## config.mk

```make
export PLATFORM = sky130hd
export DESIGN_NAME = rilc_line_control
export DESIGN_NICKNAME = d
export VERILOG_FILES = /design/src/rilc_pkg.sv /design/src/rilc_line_control.sv
export SDC_FILE = /design/constraint.sdc
export NUM_CORES = 2
export LEC_CHECK = 0
export BUFFER_PORTS_ARGS = -buffer_cell sky130_fd_sc_hd__clkbuf_2
export CORE_AREA = 2 2 385 387
export DETAILED_ROUTE_END_ITERATION = 8
export DIE_AREA = 0 0 387 389
export PLACE_DENSITY = 0.5
export SLEW_MARGIN = 40
export SYNTH_ARGS = -nofsm -noshare
export SYNTH_HDL_FRONTEND = slang
export SYNTH_SLANG_ARGS = --single-unit
```

## constraint.sdc

```tcl
create_clock -name MCLK -period 28.7 [get_ports MCLK]
set_input_delay 2.87 -clock MCLK [delete_from_list [all_inputs] [get_ports MCLK]]
set_output_delay 2.87 -clock MCLK [all_outputs]
set_load 0.01 [all_outputs]
```

## src/rilc_pkg.sv

```systemverilog
// Package with constants, register map and line group types for the I/O line controller
package rilc_pkg;
	// Line counts
	localparam int GIO_CONNECTORS = 4;
	localparam int GIO_PER_CONN = 40;
	localparam int GIO_LINES = 160;
	localparam int GIO_FAST_LAST = 27;
	localparam int TRIG_LINES = 8;
	localparam int NBR_LINES = 13;
	localparam int STAR_SLOT = 2;
	localparam int FAN_FIRST_SLOT = 3;
	localparam int FAN_LAST_SLOT = 15;

	// Register byte offsets
	localparam logic [7:0] OFS_GIO_OUT0 = 8'h00;
	localparam logic [7:0] OFS_GIO_OE0 = 8'h18;
	localparam logic [7:0] OFS_GIO_IN0 = 8'h30;
	localparam logic [7:0] OFS_TRIG_CTRL = 8'h48;
	localparam logic [7:0] OFS_TRIG_IN = 8'h4c;
	localparam logic [7:0] OFS_LEFT_CTRL = 8'h50;
	localparam logic [7:0] OFS_RIGHT_CTRL = 8'h54;
	localparam logic [7:0] OFS_NBR_IN = 8'h58;
	localparam logic [7:0] OFS_STATUS = 8'h5c;
	localparam logic [7:0] OFS_GANG_MASK = 8'h60;
	localparam int GIO_WORDS = 5;

	// Field positions
	localparam int TRIG_OUT_LSB = 0;
	localparam int TRIG_OE_LSB = 8;
	localparam int STAR_OUT_BIT = 16;
	localparam int STAR_OE_BIT = 17;
	localparam int NBR_OUT_LSB = 0;
	localparam int NBR_OE_LSB = 16;
	localparam int ST_STAR_IN_BIT = 0;
	localparam int ST_CFG_DONE_BIT = 1;
	localparam int ST_FIRST_SLOT_BIT = 2;

	// Reset values
	localparam logic [31:0] RST_ZERO = 32'h0000_0000;
	localparam logic [31:0] UNMAPPED_READ = 32'h0000_0000;

	// Bundled pin signals of one line group
	typedef struct packed {
		logic [GIO_LINES-1:0] val;
		logic [GIO_LINES-1:0] oe_n;
	} rilc_gio_type;

	typedef struct packed {
		logic [NBR_LINES-1:0] val;
		logic [NBR_LINES-1:0] oe_n;
	} rilc_nbr_type;
endpackage

```

## src/rilc_line_control.sv

```systemverilog
// Per-line direction and drive control with a classic Wishbone register slave
// How it works
// Every general line has its own output enable bit and value bit.
// After reset every general line is undriven, high impedance.
// Power-on configuration port loads any direction and level per line.
// 160 general lines form four connectors of forty lines each.
// Ganged lines share one value bit and switch in the same cycle.
// Lines 0 to 27 suit fast signals; 28 to 39 slow ones only.
// Eight shared trigger lines can each send and receive.
// Cabled variant maps seven triggers plus oscillator onto the eight positions. Here position 7 is driven from its control bit like the others.
// Each shared trigger line has its own direction bit.
// One driver per shared trigger line; others keep it as input.
// Star trigger line sends to or receives from slot 2 module.
// Right neighbour lines wire straight to the next slot's left lines.
// Left and right neighbour buses are 13 lines, used as general lines.
// Each neighbour line has a direction; adjacent slot line must be input.
// In first slot, left lines fan independent triggers to slots 3 to 15. Here left lines are driven from their control register in every slot.
// Star trigger never driven by this device and another party together.
// All enables and values are registered and reset to input.
//
// Chosen here: the register offsets and the Wishbone register port.
`timescale 1ns/1ps
module rilc_line_control
	import rilc_pkg::*;
#(
	parameter int GIO_N = GIO_LINES,
	parameter int TRIG_N = TRIG_LINES,
	parameter int NBR_N = NBR_LINES
) (
	// Clock and reset
	input wire logic MCLK,
	input wire logic RESET,
	// Classic Wishbone slave
	input wire logic WB_CYC_I,
	input wire logic WB_STB_I,
	input wire logic WB_WE_I,
	input wire logic [7:0] WB_ADR_I,
	input wire logic [3:0] WB_SEL_I,
	input wire logic [31:0] WB_DAT_I,
	output logic [31:0] WB_DAT_O,
	output logic WB_ACK_O,
	// Power-on user configuration load
	input wire logic CFG_LOAD,
	input wire rilc_gio_type CFG_GIO,
	// Slot strap, level, first peripheral slot
	input wire logic FIRST_SLOT,
	// General lines
	input wire logic [GIO_N-1:0] GIO_IN,
	output logic [GIO_N-1:0] GIO_OUT,
	output logic [GIO_N-1:0] GIO_OE_N,
	// Shared chassis triggers
	input wire logic [TRIG_N-1:0] TRIG_IN,
	output logic [TRIG_N-1:0] TRIG_OUT,
	output logic [TRIG_N-1:0] TRIG_OE_N,
	// Star trigger
	input wire logic STAR_IN,
	output logic STAR_OUT,
	output logic STAR_OE_N,
	// Neighbour buses
	input wire logic [NBR_N-1:0] LEFT_IN,
	output logic [NBR_N-1:0] LEFT_OUT,
	output logic [NBR_N-1:0] LEFT_OE_N,
	input wire logic [NBR_N-1:0] RIGHT_IN,
	output logic [NBR_N-1:0] RIGHT_OUT,
	output logic [NBR_N-1:0] RIGHT_OE_N
);
	localparam int GW = GIO_WORDS * 32;

	logic [GW-1:0] gio_out_reg;
	logic [GW-1:0] gio_oe_reg;
	logic [GW-1:0] gang_mask_reg;
	logic [GW-1:0] gio_in_reg;
	logic [31:0] trig_ctrl_reg;
	logic [31:0] left_ctrl_reg;
	logic [31:0] right_ctrl_reg;
	logic [TRIG_N-1:0] trig_in_reg;
	logic [NBR_N-1:0] left_in_reg;
	logic [NBR_N-1:0] right_in_reg;
	logic star_in_reg;
	logic cfg_done_reg;
	logic first_slot_reg;
	logic ack_reg;
	logic [31:0] dat_reg;
	logic gang_val_reg;

	// Byte lane merge used by every writable register
	function automatic logic [31:0] lane_merge(input logic [31:0] old_v, input logic [31:0] new_v,
			input logic [3:0] sel);
		logic [31:0] r;
		r = old_v;
		for (int b = 0; b < 4; b++) begin
			if (sel[b]) begin
				r[b*8 +: 8] = new_v[b*8 +: 8];
			end
		end
		return r;
	endfunction

	// Bus request decode
	wire req = WB_CYC_I && WB_STB_I && !ack_reg;
	wire wr = req && WB_WE_I;
	wire [7:0] adr = {WB_ADR_I[7:2], 2'b00};
	wire [7:0] word_rel_out = adr - OFS_GIO_OUT0;
	wire [7:0] word_rel_oe = adr - OFS_GIO_OE0;
	wire [7:0] word_rel_in = adr - OFS_GIO_IN0;
	wire [7:0] word_rel_gang = adr - OFS_GANG_MASK;
	wire hit_out = adr >= OFS_GIO_OUT0 && word_rel_out < 8'(GIO_WORDS * 4);
	wire hit_oe = adr >= OFS_GIO_OE0 && word_rel_oe < 8'(GIO_WORDS * 4);
	wire hit_in = adr >= OFS_GIO_IN0 && word_rel_in < 8'(GIO_WORDS * 4);
	wire hit_gang = adr >= OFS_GANG_MASK && word_rel_gang < 8'(GIO_WORDS * 4);
	wire [2:0] idx_out = word_rel_out[4:2];
	wire [2:0] idx_oe = word_rel_oe[4:2];
	wire [2:0] idx_in = word_rel_in[4:2];
	wire [2:0] idx_gang = word_rel_gang[4:2];

	// Read data selection
	wire [31:0] status_word = {29'h0, first_slot_reg, cfg_done_reg, star_in_reg};
	logic [31:0] rd_mux;
	always_comb begin
		rd_mux = UNMAPPED_READ;
		if (hit_out) begin
			rd_mux = gio_out_reg[idx_out*32 +: 32];
		end else if (hit_oe) begin
			rd_mux = gio_oe_reg[idx_oe*32 +: 32];
		end else if (hit_in) begin
			rd_mux = gio_in_reg[idx_in*32 +: 32];
		end else if (hit_gang) begin
			rd_mux = gang_mask_reg[idx_gang*32 +: 32];
		end else if (adr == OFS_TRIG_CTRL) begin
			rd_mux = trig_ctrl_reg;
		end else if (adr == OFS_TRIG_IN) begin
			rd_mux = 32'(trig_in_reg);
		end else if (adr == OFS_LEFT_CTRL) begin
			rd_mux = left_ctrl_reg;
		end else if (adr == OFS_RIGHT_CTRL) begin
			rd_mux = right_ctrl_reg;
		end else if (adr == OFS_NBR_IN) begin
			rd_mux = {3'h0, right_in_reg, 3'h0, left_in_reg};
		end else if (adr == OFS_STATUS) begin
			rd_mux = status_word;
		end
	end

	// Ganged lines take the value of their lowest masked line, one shared bit
	logic [GW-1:0] gang_lowest;
	always_comb begin
		gang_lowest = '0;
		for (int i = GW - 1; i >= 0; i--) begin
			if (gang_mask_reg[i]) begin
				gang_lowest = '0;
				gang_lowest[i] = 1'b1;
			end
		end
	end
	wire gang_val_next = |(gio_out_reg & gang_lowest);

	// Bus acknowledge, one cycle after the request, dropped the cycle after
	always_ff @(posedge MCLK or posedge RESET) begin
		if (RESET) begin
			ack_reg <= 1'b0;
			dat_reg <= RST_ZERO;
		end else begin
			ack_reg <= req;
			dat_reg <= rd_mux;
		end
	end
	assign WB_ACK_O = ack_reg;
	assign WB_DAT_O = dat_reg;

	// General line output and enable words, per line independent
	genvar w;
	generate
		for (w = 0; w < GIO_WORDS; w++) begin : g_word
			always_ff @(posedge MCLK or posedge RESET) begin
				if (RESET) begin
					gio_out_reg[w*32 +: 32] <= RST_ZERO;
					gio_oe_reg[w*32 +: 32] <= RST_ZERO;
					gang_mask_reg[w*32 +: 32] <= RST_ZERO;
				end else if (CFG_LOAD && w * 32 < GIO_N) begin
					gio_out_reg[w*32 +: 32] <= 32'(CFG_GIO.val >> (w * 32));
					gio_oe_reg[w*32 +: 32] <= 32'(~CFG_GIO.oe_n >> (w * 32));
				end else if (wr) begin
					if (hit_out && idx_out == 3'(w)) begin
						gio_out_reg[w*32 +: 32] <= lane_merge(gio_out_reg[w*32 +: 32],
							WB_DAT_I, WB_SEL_I);
					end
					if (hit_oe && idx_oe == 3'(w)) begin
						gio_oe_reg[w*32 +: 32] <= lane_merge(gio_oe_reg[w*32 +: 32],
							WB_DAT_I, WB_SEL_I);
					end
					if (hit_gang && idx_gang == 3'(w)) begin
						gang_mask_reg[w*32 +: 32] <= lane_merge(gang_mask_reg[w*32 +: 32],
							WB_DAT_I, WB_SEL_I);
					end
				end
			end
		end
	endgenerate

	// Trigger, star and neighbour control registers
	always_ff @(posedge MCLK or posedge RESET) begin
		if (RESET) begin
			trig_ctrl_reg <= RST_ZERO;
			left_ctrl_reg <= RST_ZERO;
			right_ctrl_reg <= RST_ZERO;
		end else if (wr) begin
			if (adr == OFS_TRIG_CTRL) begin
				trig_ctrl_reg <= lane_merge(trig_ctrl_reg, WB_DAT_I, WB_SEL_I);
			end
			if (adr == OFS_LEFT_CTRL) begin
				left_ctrl_reg <= lane_merge(left_ctrl_reg, WB_DAT_I, WB_SEL_I);
			end
			if (adr == OFS_RIGHT_CTRL) begin
				right_ctrl_reg <= lane_merge(right_ctrl_reg, WB_DAT_I, WB_SEL_I);
			end
		end
	end

	// Input sampling, strap capture and configuration status
	always_ff @(posedge MCLK or posedge RESET) begin
		if (RESET) begin
			gio_in_reg <= '0;
			trig_in_reg <= '0;
			left_in_reg <= '0;
			right_in_reg <= '0;
			star_in_reg <= 1'b0;
			cfg_done_reg <= 1'b0;
			first_slot_reg <= 1'b0;
			gang_val_reg <= 1'b0;
		end else begin
			gio_in_reg <= GW'(GIO_IN);
			trig_in_reg <= TRIG_IN;
			left_in_reg <= LEFT_IN;
			right_in_reg <= RIGHT_IN;
			star_in_reg <= STAR_IN;
			cfg_done_reg <= cfg_done_reg | CFG_LOAD;
			first_slot_reg <= FIRST_SLOT;
			gang_val_reg <= gang_val_next;
		end
	end

	// Pin drive: enable low while driving; ganged lines share one bit
	wire [GW-1:0] gio_val_eff = (gio_out_reg & ~gang_mask_reg) | ({GW{gang_val_reg}}
		& gang_mask_reg);
	assign GIO_OUT = gio_val_eff[GIO_N-1:0];
	assign GIO_OE_N = ~gio_oe_reg[GIO_N-1:0];

	// Shared triggers, each with its own enable; position 7 is driven from its control bit like the others
	assign TRIG_OUT = trig_ctrl_reg[TRIG_OUT_LSB +: TRIG_N];
	assign TRIG_OE_N = ~trig_ctrl_reg[TRIG_OE_LSB +: TRIG_N];

	// Star line drives only when its enable is set
	assign STAR_OUT = trig_ctrl_reg[STAR_OUT_BIT];
	assign STAR_OE_N = ~trig_ctrl_reg[STAR_OE_BIT];

	// Neighbour lines; left lines driven from their control register in every slot, first slot strap not used here
	assign LEFT_OUT = left_ctrl_reg[NBR_OUT_LSB +: NBR_N];
	assign LEFT_OE_N = ~left_ctrl_reg[NBR_OE_LSB +: NBR_N];
	assign RIGHT_OUT = right_ctrl_reg[NBR_OUT_LSB +: NBR_N];
	assign RIGHT_OE_N = ~right_ctrl_reg[NBR_OE_LSB +: NBR_N];
endmodule

```

After elaboration in Yosys (flattened, before gate mapping)
Index checks and enable logic that the tools add are counted.
Word-level totals
  flip-flop bits (word level): 807
  input bits: 566
  output and inout port bits: 423
  word-level logic and storage cells: 446
Cells by class
  add/sub/neg operators: 3
  $lt $le $gt $ge: 8
  equality and inequality tests: 18
  shifts and indexed selects: 4
  mux-type cells: 204
  bitwise operators: 13
  reduce and logical (&&, ||, !) cells: 114
Operators by type and width (count)
  $mux W160: 160
  $mux W32: 38
  $shiftx A160 B9 Y32: 4
  $and A160 B160 Y160: 3
  $not A160 Y160: 3
  $or A160 B160 Y160: 1
  $reduce_or A160 Y1: 1
  $reduce_and A3 Y1: 52
  $reduce_and A4 Y1: 20
  $eq A6 B5 Y1 const B: 6
  $lt A8 B5 Y1 const B: 4
  $mux W8: 4
  $reduce_bool A2 Y1: 15
  $mux W29: 1
  $not A13 Y13: 2
  $logic_and A1 B1 Y1: 22
  $eq A3 B2 Y1 const B: 6
  $eq A3 B1 Y1 const B: 3
  $eq A3 B3 Y1 const B: 3
  $logic_not A3 Y1: 3
  $ge A8 B1 Y1 const B: 1
  $ge A8 B5 Y1 const B: 1
  $ge A8 B6 Y1 const B: 1
  $ge A8 B7 Y1 const B: 1
  8 further kinds: 9

Logic depth before layout (Yosys ltp)
  depth in word-level cells: 162
  mapped depth: 13
  depth with buffers taken out: 10

Worst setup path after synthesis
No wires, ideal clock.
  kind: input port to flip-flop
  from: in WB_ADR_I[4]
  to: reg dat_reg[6] (netlist: WB_DAT_O[6])
  library setup time: 0.124 ns
  arrival time: 5.225 ns
  data required time: 28.576 ns
  slack: 23.351 ns
  stages on the path: 12
  buffers on the path: 4
  path through: inv_1 -> clkbuf_1 -> clkbuf_1 -> clkbuf_1 -> ha_1 -> nand3_1 -> clkbuf_1 -> or2_2 -> o211ai_1 -> o211ai_1 -> and3_1 -> o31a_1
On the way
  word-level cells in the longest chain between the ends: 10
  elaborated cells between the ends (all ways): 33
  classes of those cells: 3 x add/sub; 8 x order compare; 5 x eq/ne; 4 x shift; 9 x mux; 4 x reduce/logical
Ends and longest elaborated chain
  from (decl): RTL line rilc_line_control.sv:37  | input wire logic [7:0] WB_ADR_I,
  parallel branches: the longest is 9 deep, another holds $sub A8 B7 Y8
  $mux W32 (*): RTL line rilc_line_control.sv:121  | if (hit_out) begin
  via rd_mux[6]: RTL line rilc_line_control.sv:118  | logic [31:0] rd_mux;
  to (signal assigned): RTL line rilc_line_control.sv:164  | dat_reg <= rd_mux;
  to (decl): RTL line rilc_line_control.sv:83  | logic [31:0] dat_reg;
Mark *: on every way through the listed nets, which the timed path passes.
A chain may end at the register's enable or synchronous reset.

Final worst setup path
  from: in WB_ADR_I[3]
  to: reg gang_mask_reg[105]
On the way
  word-level cells in the longest chain between the ends: 5
  elaborated cells between the ends (all ways): 7
  classes of those cells: 1 x add/sub; 2 x order compare; 1 x eq/ne; 3 x reduce/logical
Ends and longest elaborated chain
  $sub A8 B7 Y8: RTL line rilc_line_control.sv:106  | wire [7:0] word_rel_gang = adr - OFS_GANG_MASK;
  $lt A8 B5 Y1: RTL line rilc_line_control.sv:110  | wire hit_gang = adr >= OFS_GANG_MASK && word_rel_gang < 8'(GIO_WORDS * 4);
  $logic_and A1 B1 Y1: RTL line rilc_line_control.sv:110
  $logic_and A1 B1 Y1 (*): RTL line rilc_line_control.sv:191  | if (hit_gang && idx_gang == 3'(w)) begin
  $reduce_and A4 Y1 (no line) (*)
  to (signal, indexed assignment): RTL line rilc_line_control.sv:192  | gang_mask_reg[w*32 +: 32] <= lane_merge(gang_mask_reg[w*32 +: 32],
  to (decl): RTL line rilc_line_control.sv:71  | logic [GW-1:0] gang_mask_reg;
Mark *: on every way between the ends. The rest lies on a longest branch, timed or not.

==> results.md <==
- The flow ran to the end, and the final reports show no timing, DRC or antenna violations.
- Synthesis handed over a netlist of 4777 instances.
- The worst register-to-register path ends at gang_val_reg$_DFF_PP0_.
- At the pin with the least slew margin, the transition time is 0.9920 ns.
- For the worst-skew pair, the clock arrives at the later sink with an insertion delay of 0.75 ns.
- The number of cells on the worst reg-to-reg path is 10.
- The path with the worst hold slack has its endpoint at cfg_done_reg$_DFF_PP0_.
- After floorplanning, the core was sized to cover 0.1466 mm^2.
- The peak ir drop on the vdd network is 58.82 uV.
- The post-route minimum period is approximately 6.8 ns.
- The synthesized netlist devotes a little under an eighth of its cell area to compound gates.
- Once the clock tree was built, the setup fixing pass inserted 0 buffers.
- The post-route netlist has 38.61% of its cells at a drive strength greater than 1.
- The die is 389 um tall.
- The cts-stage hold buffer count is 0.
- Of all nets on the critical path, the largest fanout is 55.
- Yosys instantiated no cell more often than sky130_fd_sc_hd__dfrtp_1.
- The clock tree from TritonCTS is done.
- The number of flip-flops and latches in the synthesized netlist is 807.
- The count of unique library cells instantiated by Yosys is 79.
- The routed layout has approximately 50000 vias.
- The post-layout net count is 6238.
- In the post-synthesis netlist, the biggest area contributors are sky130_fd_sc_hd__dfrtp_1, sky130_fd_sc_hd__mux2_2, sky130_fd_sc_hd__mux4_2.
- The number of search-and-repair iterations in the first detailed-routing pass is 7.
- For this run, asynchronously set or reset flops after synthesis account for 100.0%.
- After Yosys synthesis, full adders, half adders and majority gates account for 0.2414% of the synthesized area.
- Max-cap violations in this run came to 0.
- In this run the tool buffered the top-level ports with 986 buffer cells.
- The highest achievable clock rate is between 100 and 150 MHz.
- Post-CTS repair changed the size of 0 cells.
- For this run, the number of Yosys warnings is 0.
- The cell depth of the worst min-delay path is 1.
- The root buffer cell is sky130_fd_sc_hd__clkbuf_16.
- The count of endpoints failing hold in the final timing report is 0.
- In the synthesized netlist, mux cells make up 20.24% of the area.
- The analysis attributes to cell leakage a power of 27.55 nW.
- The class of the most critical setup path is input port to register.
- The post-detailed-route wirelength per cell is between 40 and 50 um.
- Setup violations remaining at the end of the flow were counted as 0.
- In the routed design, unresolved DRC markers number 0.
- The total routing usage reported by global routing is 47.48%.
- The share of synthesized area in the top cell type comes to between 40% and 50%.
- Setup repair after global routing left no endpoint under its margin.
- The type of the worst min-delay path is register to register.
- The global-route wire length before repair is 474000 um.
- The overall die width is 387 um.
- The initial antenna violation count is 76.
- Summed over all layers, the routed wires come to 367800 um.
- Clock tree synthesis found a total of 807 sinks.
- The post-synthesis cell type with the largest combined area is sky130_fd_sc_hd__dfrtp_1.
- Hold timing on the final database bottoms out at a slack of slightly below 0.5 ns.
- The worst setup path is captured at a register.
- The number of max-slew violations in the final report was 0.
- The worst setup slack for register-to-register paths is 23.38 ns.
- The area growth from synthesis to layout is 24.73%.
- STA puts the critical path data arrival time at between 7 and 8 ns.
- In this run the remaining antenna-violating nets after routing total 0.
- Entering global routing, the biggest net connects 141 pins.
- The number of clock buffers added by TritonCTS is 91.
- The launching point of the worst reg2reg path is gang_mask_reg[24]$_DFFE_PP0P_.
- The number of global-route vias before repair is 47860.
- The violation count after the first detailed-routing iteration is 6668.
- Power spread over the standard cell area amounts to 58.72 mW/mm^2.
- The XOR/XNOR share of the synthesized area is 0.03756%.
- After clock tree synthesis, the clock-pin slew on the worst setup and hold paths is 0.06 ns.
- The number of vias per cell after detailed routing is about 6.5.
- The remaining global-route overflow is 0.
- The worst path uses 23.73% of the clock period.
- The number of enable-type register cells in the synthesized netlist is 0.
- The deepest clock path buffer count is 3.
- The worst relative slew slack is 33.68%.
- In the synthesized netlist the dominant register cell turns out to be sky130_fd_sc_hd__dfrtp_1.
- STA classifies the critical path startpoint as an input port.
- The total negative slack is 0 ns.
- The synthesized-area fraction occupied by and/or/nand/nor cells is 19.04%.
- For this design the top-level I/O count stands at 989.
- The site row count is 141.
- The number of nets in the synthesized netlist is 5352.
- The initial cell density of the core is 31.81%.
- The H-tree level count is 3.
- At the end of routability-driven placement, the weighted congestion stood at 1.176.
- After synthesis, the largest family of logic cells by area is multiplexers.
- The worst hold path startpoint is cfg_done_reg$_DFF_PP0_.
- Sequential elements use roughly 43% of the synthesized area.
- Sorting the synthesized cells by how often they occur yields sky130_fd_sc_hd__dfrtp_1, sky130_fd_sc_hd__a21oi_1, sky130_fd_sc_hd__mux2_2.
- At the worst endpoint, the required time is a little under 30 ns.
- The total half-perimeter wirelength after legalization and detailed placement is 286400 um.
- The cell area that synthesis handed to floorplanning was 0.04664 mm^2.
- A synthesized cell averages 9.763 um^2.
- Overall power consumption after layout is estimated at 3.416 mW.
- The floorplan step defined a die boundary enclosing around 0.15 mm^2.
- The clock arrives with 0.06449 ns of skew.
-- power by group --
group,internal [mW],leakage (nW),switching [mW]
logic,0.271,16.1,0.591
registers,1.22,9.93,0.109
clock network,0.691,1.50,0.533
total,2.18,27.6,1.23
-- how the worst max path moves through the flow --
| stage | from | endpoint | slack [ns] | depth (start not counted) |
|---|---|---|---|---|
| 5_1_grt | WB_ADR_I[3] | gang_mask_reg[105]$_DFFE_PP0P_ | 21.98 | 9 |
| 3_3_place_gp | WB_ADR_I[3] | gang_mask_reg[106]$_DFFE_PP0P_ | 20.63 | 9 |
| 4_1_cts | WB_ADR_I[3] | gang_mask_reg[105]$_DFFE_PP0P_ | 22.13 | 9 |
| 3_5_place_dp | WB_ADR_I[3] | gang_mask_reg[111]$_DFFE_PP0P_ | 21.35 | 9 |
| 2_1_floorplan | RESET | WB_ACK_O$_DFF_PP0_ | 3.17 | 1 |
| 6_report | WB_ADR_I[3] | gang_mask_reg[105]$_DFFE_PP0P_ | 21.89 | 9 |
-- layer usage --
metal	track usage (%)	routed length, um	vias up
met4	33.11	31320	44
met1	58.61	139900	25708
li1	-	-	19433
met2	68.48	153400	3812
met3	17.64	42860	1015
met5	0.3828	345	-
-- through the flow --
stage               util (%)  instance area (um^2)  worst slack [ns]  instances
finish                 39.68                 58170             21.89       7701
CTS                    39.52                 57930             22.13       7662
floorplan                  -                 46640             3.166       4777
global route           39.64                 58110             21.98       7675
detailed placement     37.40                 54820             21.35       7497
global placement       37.12                 54420             20.63       7495
-- kinds of logic after synthesis --
logic type | Yosys count
muxes | 712
DFF | 807
AOI/OAI and AO/OA | 925
adders and majority gates | 9
and+or+nand+nor | 1681
xor gates and xnor gates | 2
buffers and inverters | 641
-- area by class of cell --
class	instances	area [um^2]
fill	14709	88430
tap	1930	2415
inverter	207	784.5
sequential	807	20200
multi-input combinational	3329	24660
timing repair buffer	1227	6907
clock buffer	137	2690
clock inverter	28	420.4
antenna	36	90.09
-- placed cells by master, fill, tap and decap left out, types with 20 or more instances in the layout --
cell type                   count
sky130_fd_sc_hd__a221o_1       29
sky130_fd_sc_hd__and2_1        30
sky130_fd_sc_hd__or3_1         43
sky130_fd_sc_hd__mux4_2       130
sky130_fd_sc_hd__a21oi_1      533
sky130_fd_sc_hd__nor2_1       317
sky130_fd_sc_hd__nand4b_1      28
sky130_fd_sc_hd__nor3_2        29
sky130_fd_sc_hd__o21ai_0      135
sky130_fd_sc_hd__nand2b_1      36
sky130_fd_sc_hd__nor2b_1       40
sky130_fd_sc_hd__dfrtp_1      804
sky130_fd_sc_hd__nand3_1      155
sky130_fd_sc_hd__clkbuf_16     91
sky130_fd_sc_hd__a311oi_1      27
sky130_fd_sc_hd__or4_1         56
sky130_fd_sc_hd__diode_2       36
sky130_fd_sc_hd__a211oi_1      28
sky130_fd_sc_hd__nor4_1       162
sky130_fd_sc_hd__clkbuf_8      25
sky130_fd_sc_hd__mux2_2       534
sky130_fd_sc_hd__mux2i_1       47
sky130_fd_sc_hd__clkbuf_2     982
sky130_fd_sc_hd__nand2_1      299
sky130_fd_sc_hd__a221oi_1      21
sky130_fd_sc_hd__nor3_1       115
sky130_fd_sc_hd__nor2_2        20
sky130_fd_sc_hd__inv_1        205
sky130_fd_sc_hd__a31oi_1       40
sky130_fd_sc_hd__buf_4        225
sky130_fd_sc_hd__and3_1        57
sky130_fd_sc_hd__nand4_1      169
sky130_fd_sc_hd__clkbuf_1      22
-- critical path: stages --
cell,delay (ns)
sky130_fd_sc_hd__clkbuf_8,0.33
sky130_fd_sc_hd__or2_2,0.73
sky130_fd_sc_hd__a2111o_1,0.52
sky130_fd_sc_hd__buf_4,0.32
sky130_fd_sc_hd__nor2_4,0.64
sky130_fd_sc_hd__nand2_1,0.27
sky130_fd_sc_hd__nor2_4,0.61
sky130_fd_sc_hd__nand2_1,0.61
sky130_fd_sc_hd__mux2_2,0.45
Power figures use the tool's default switching activity.
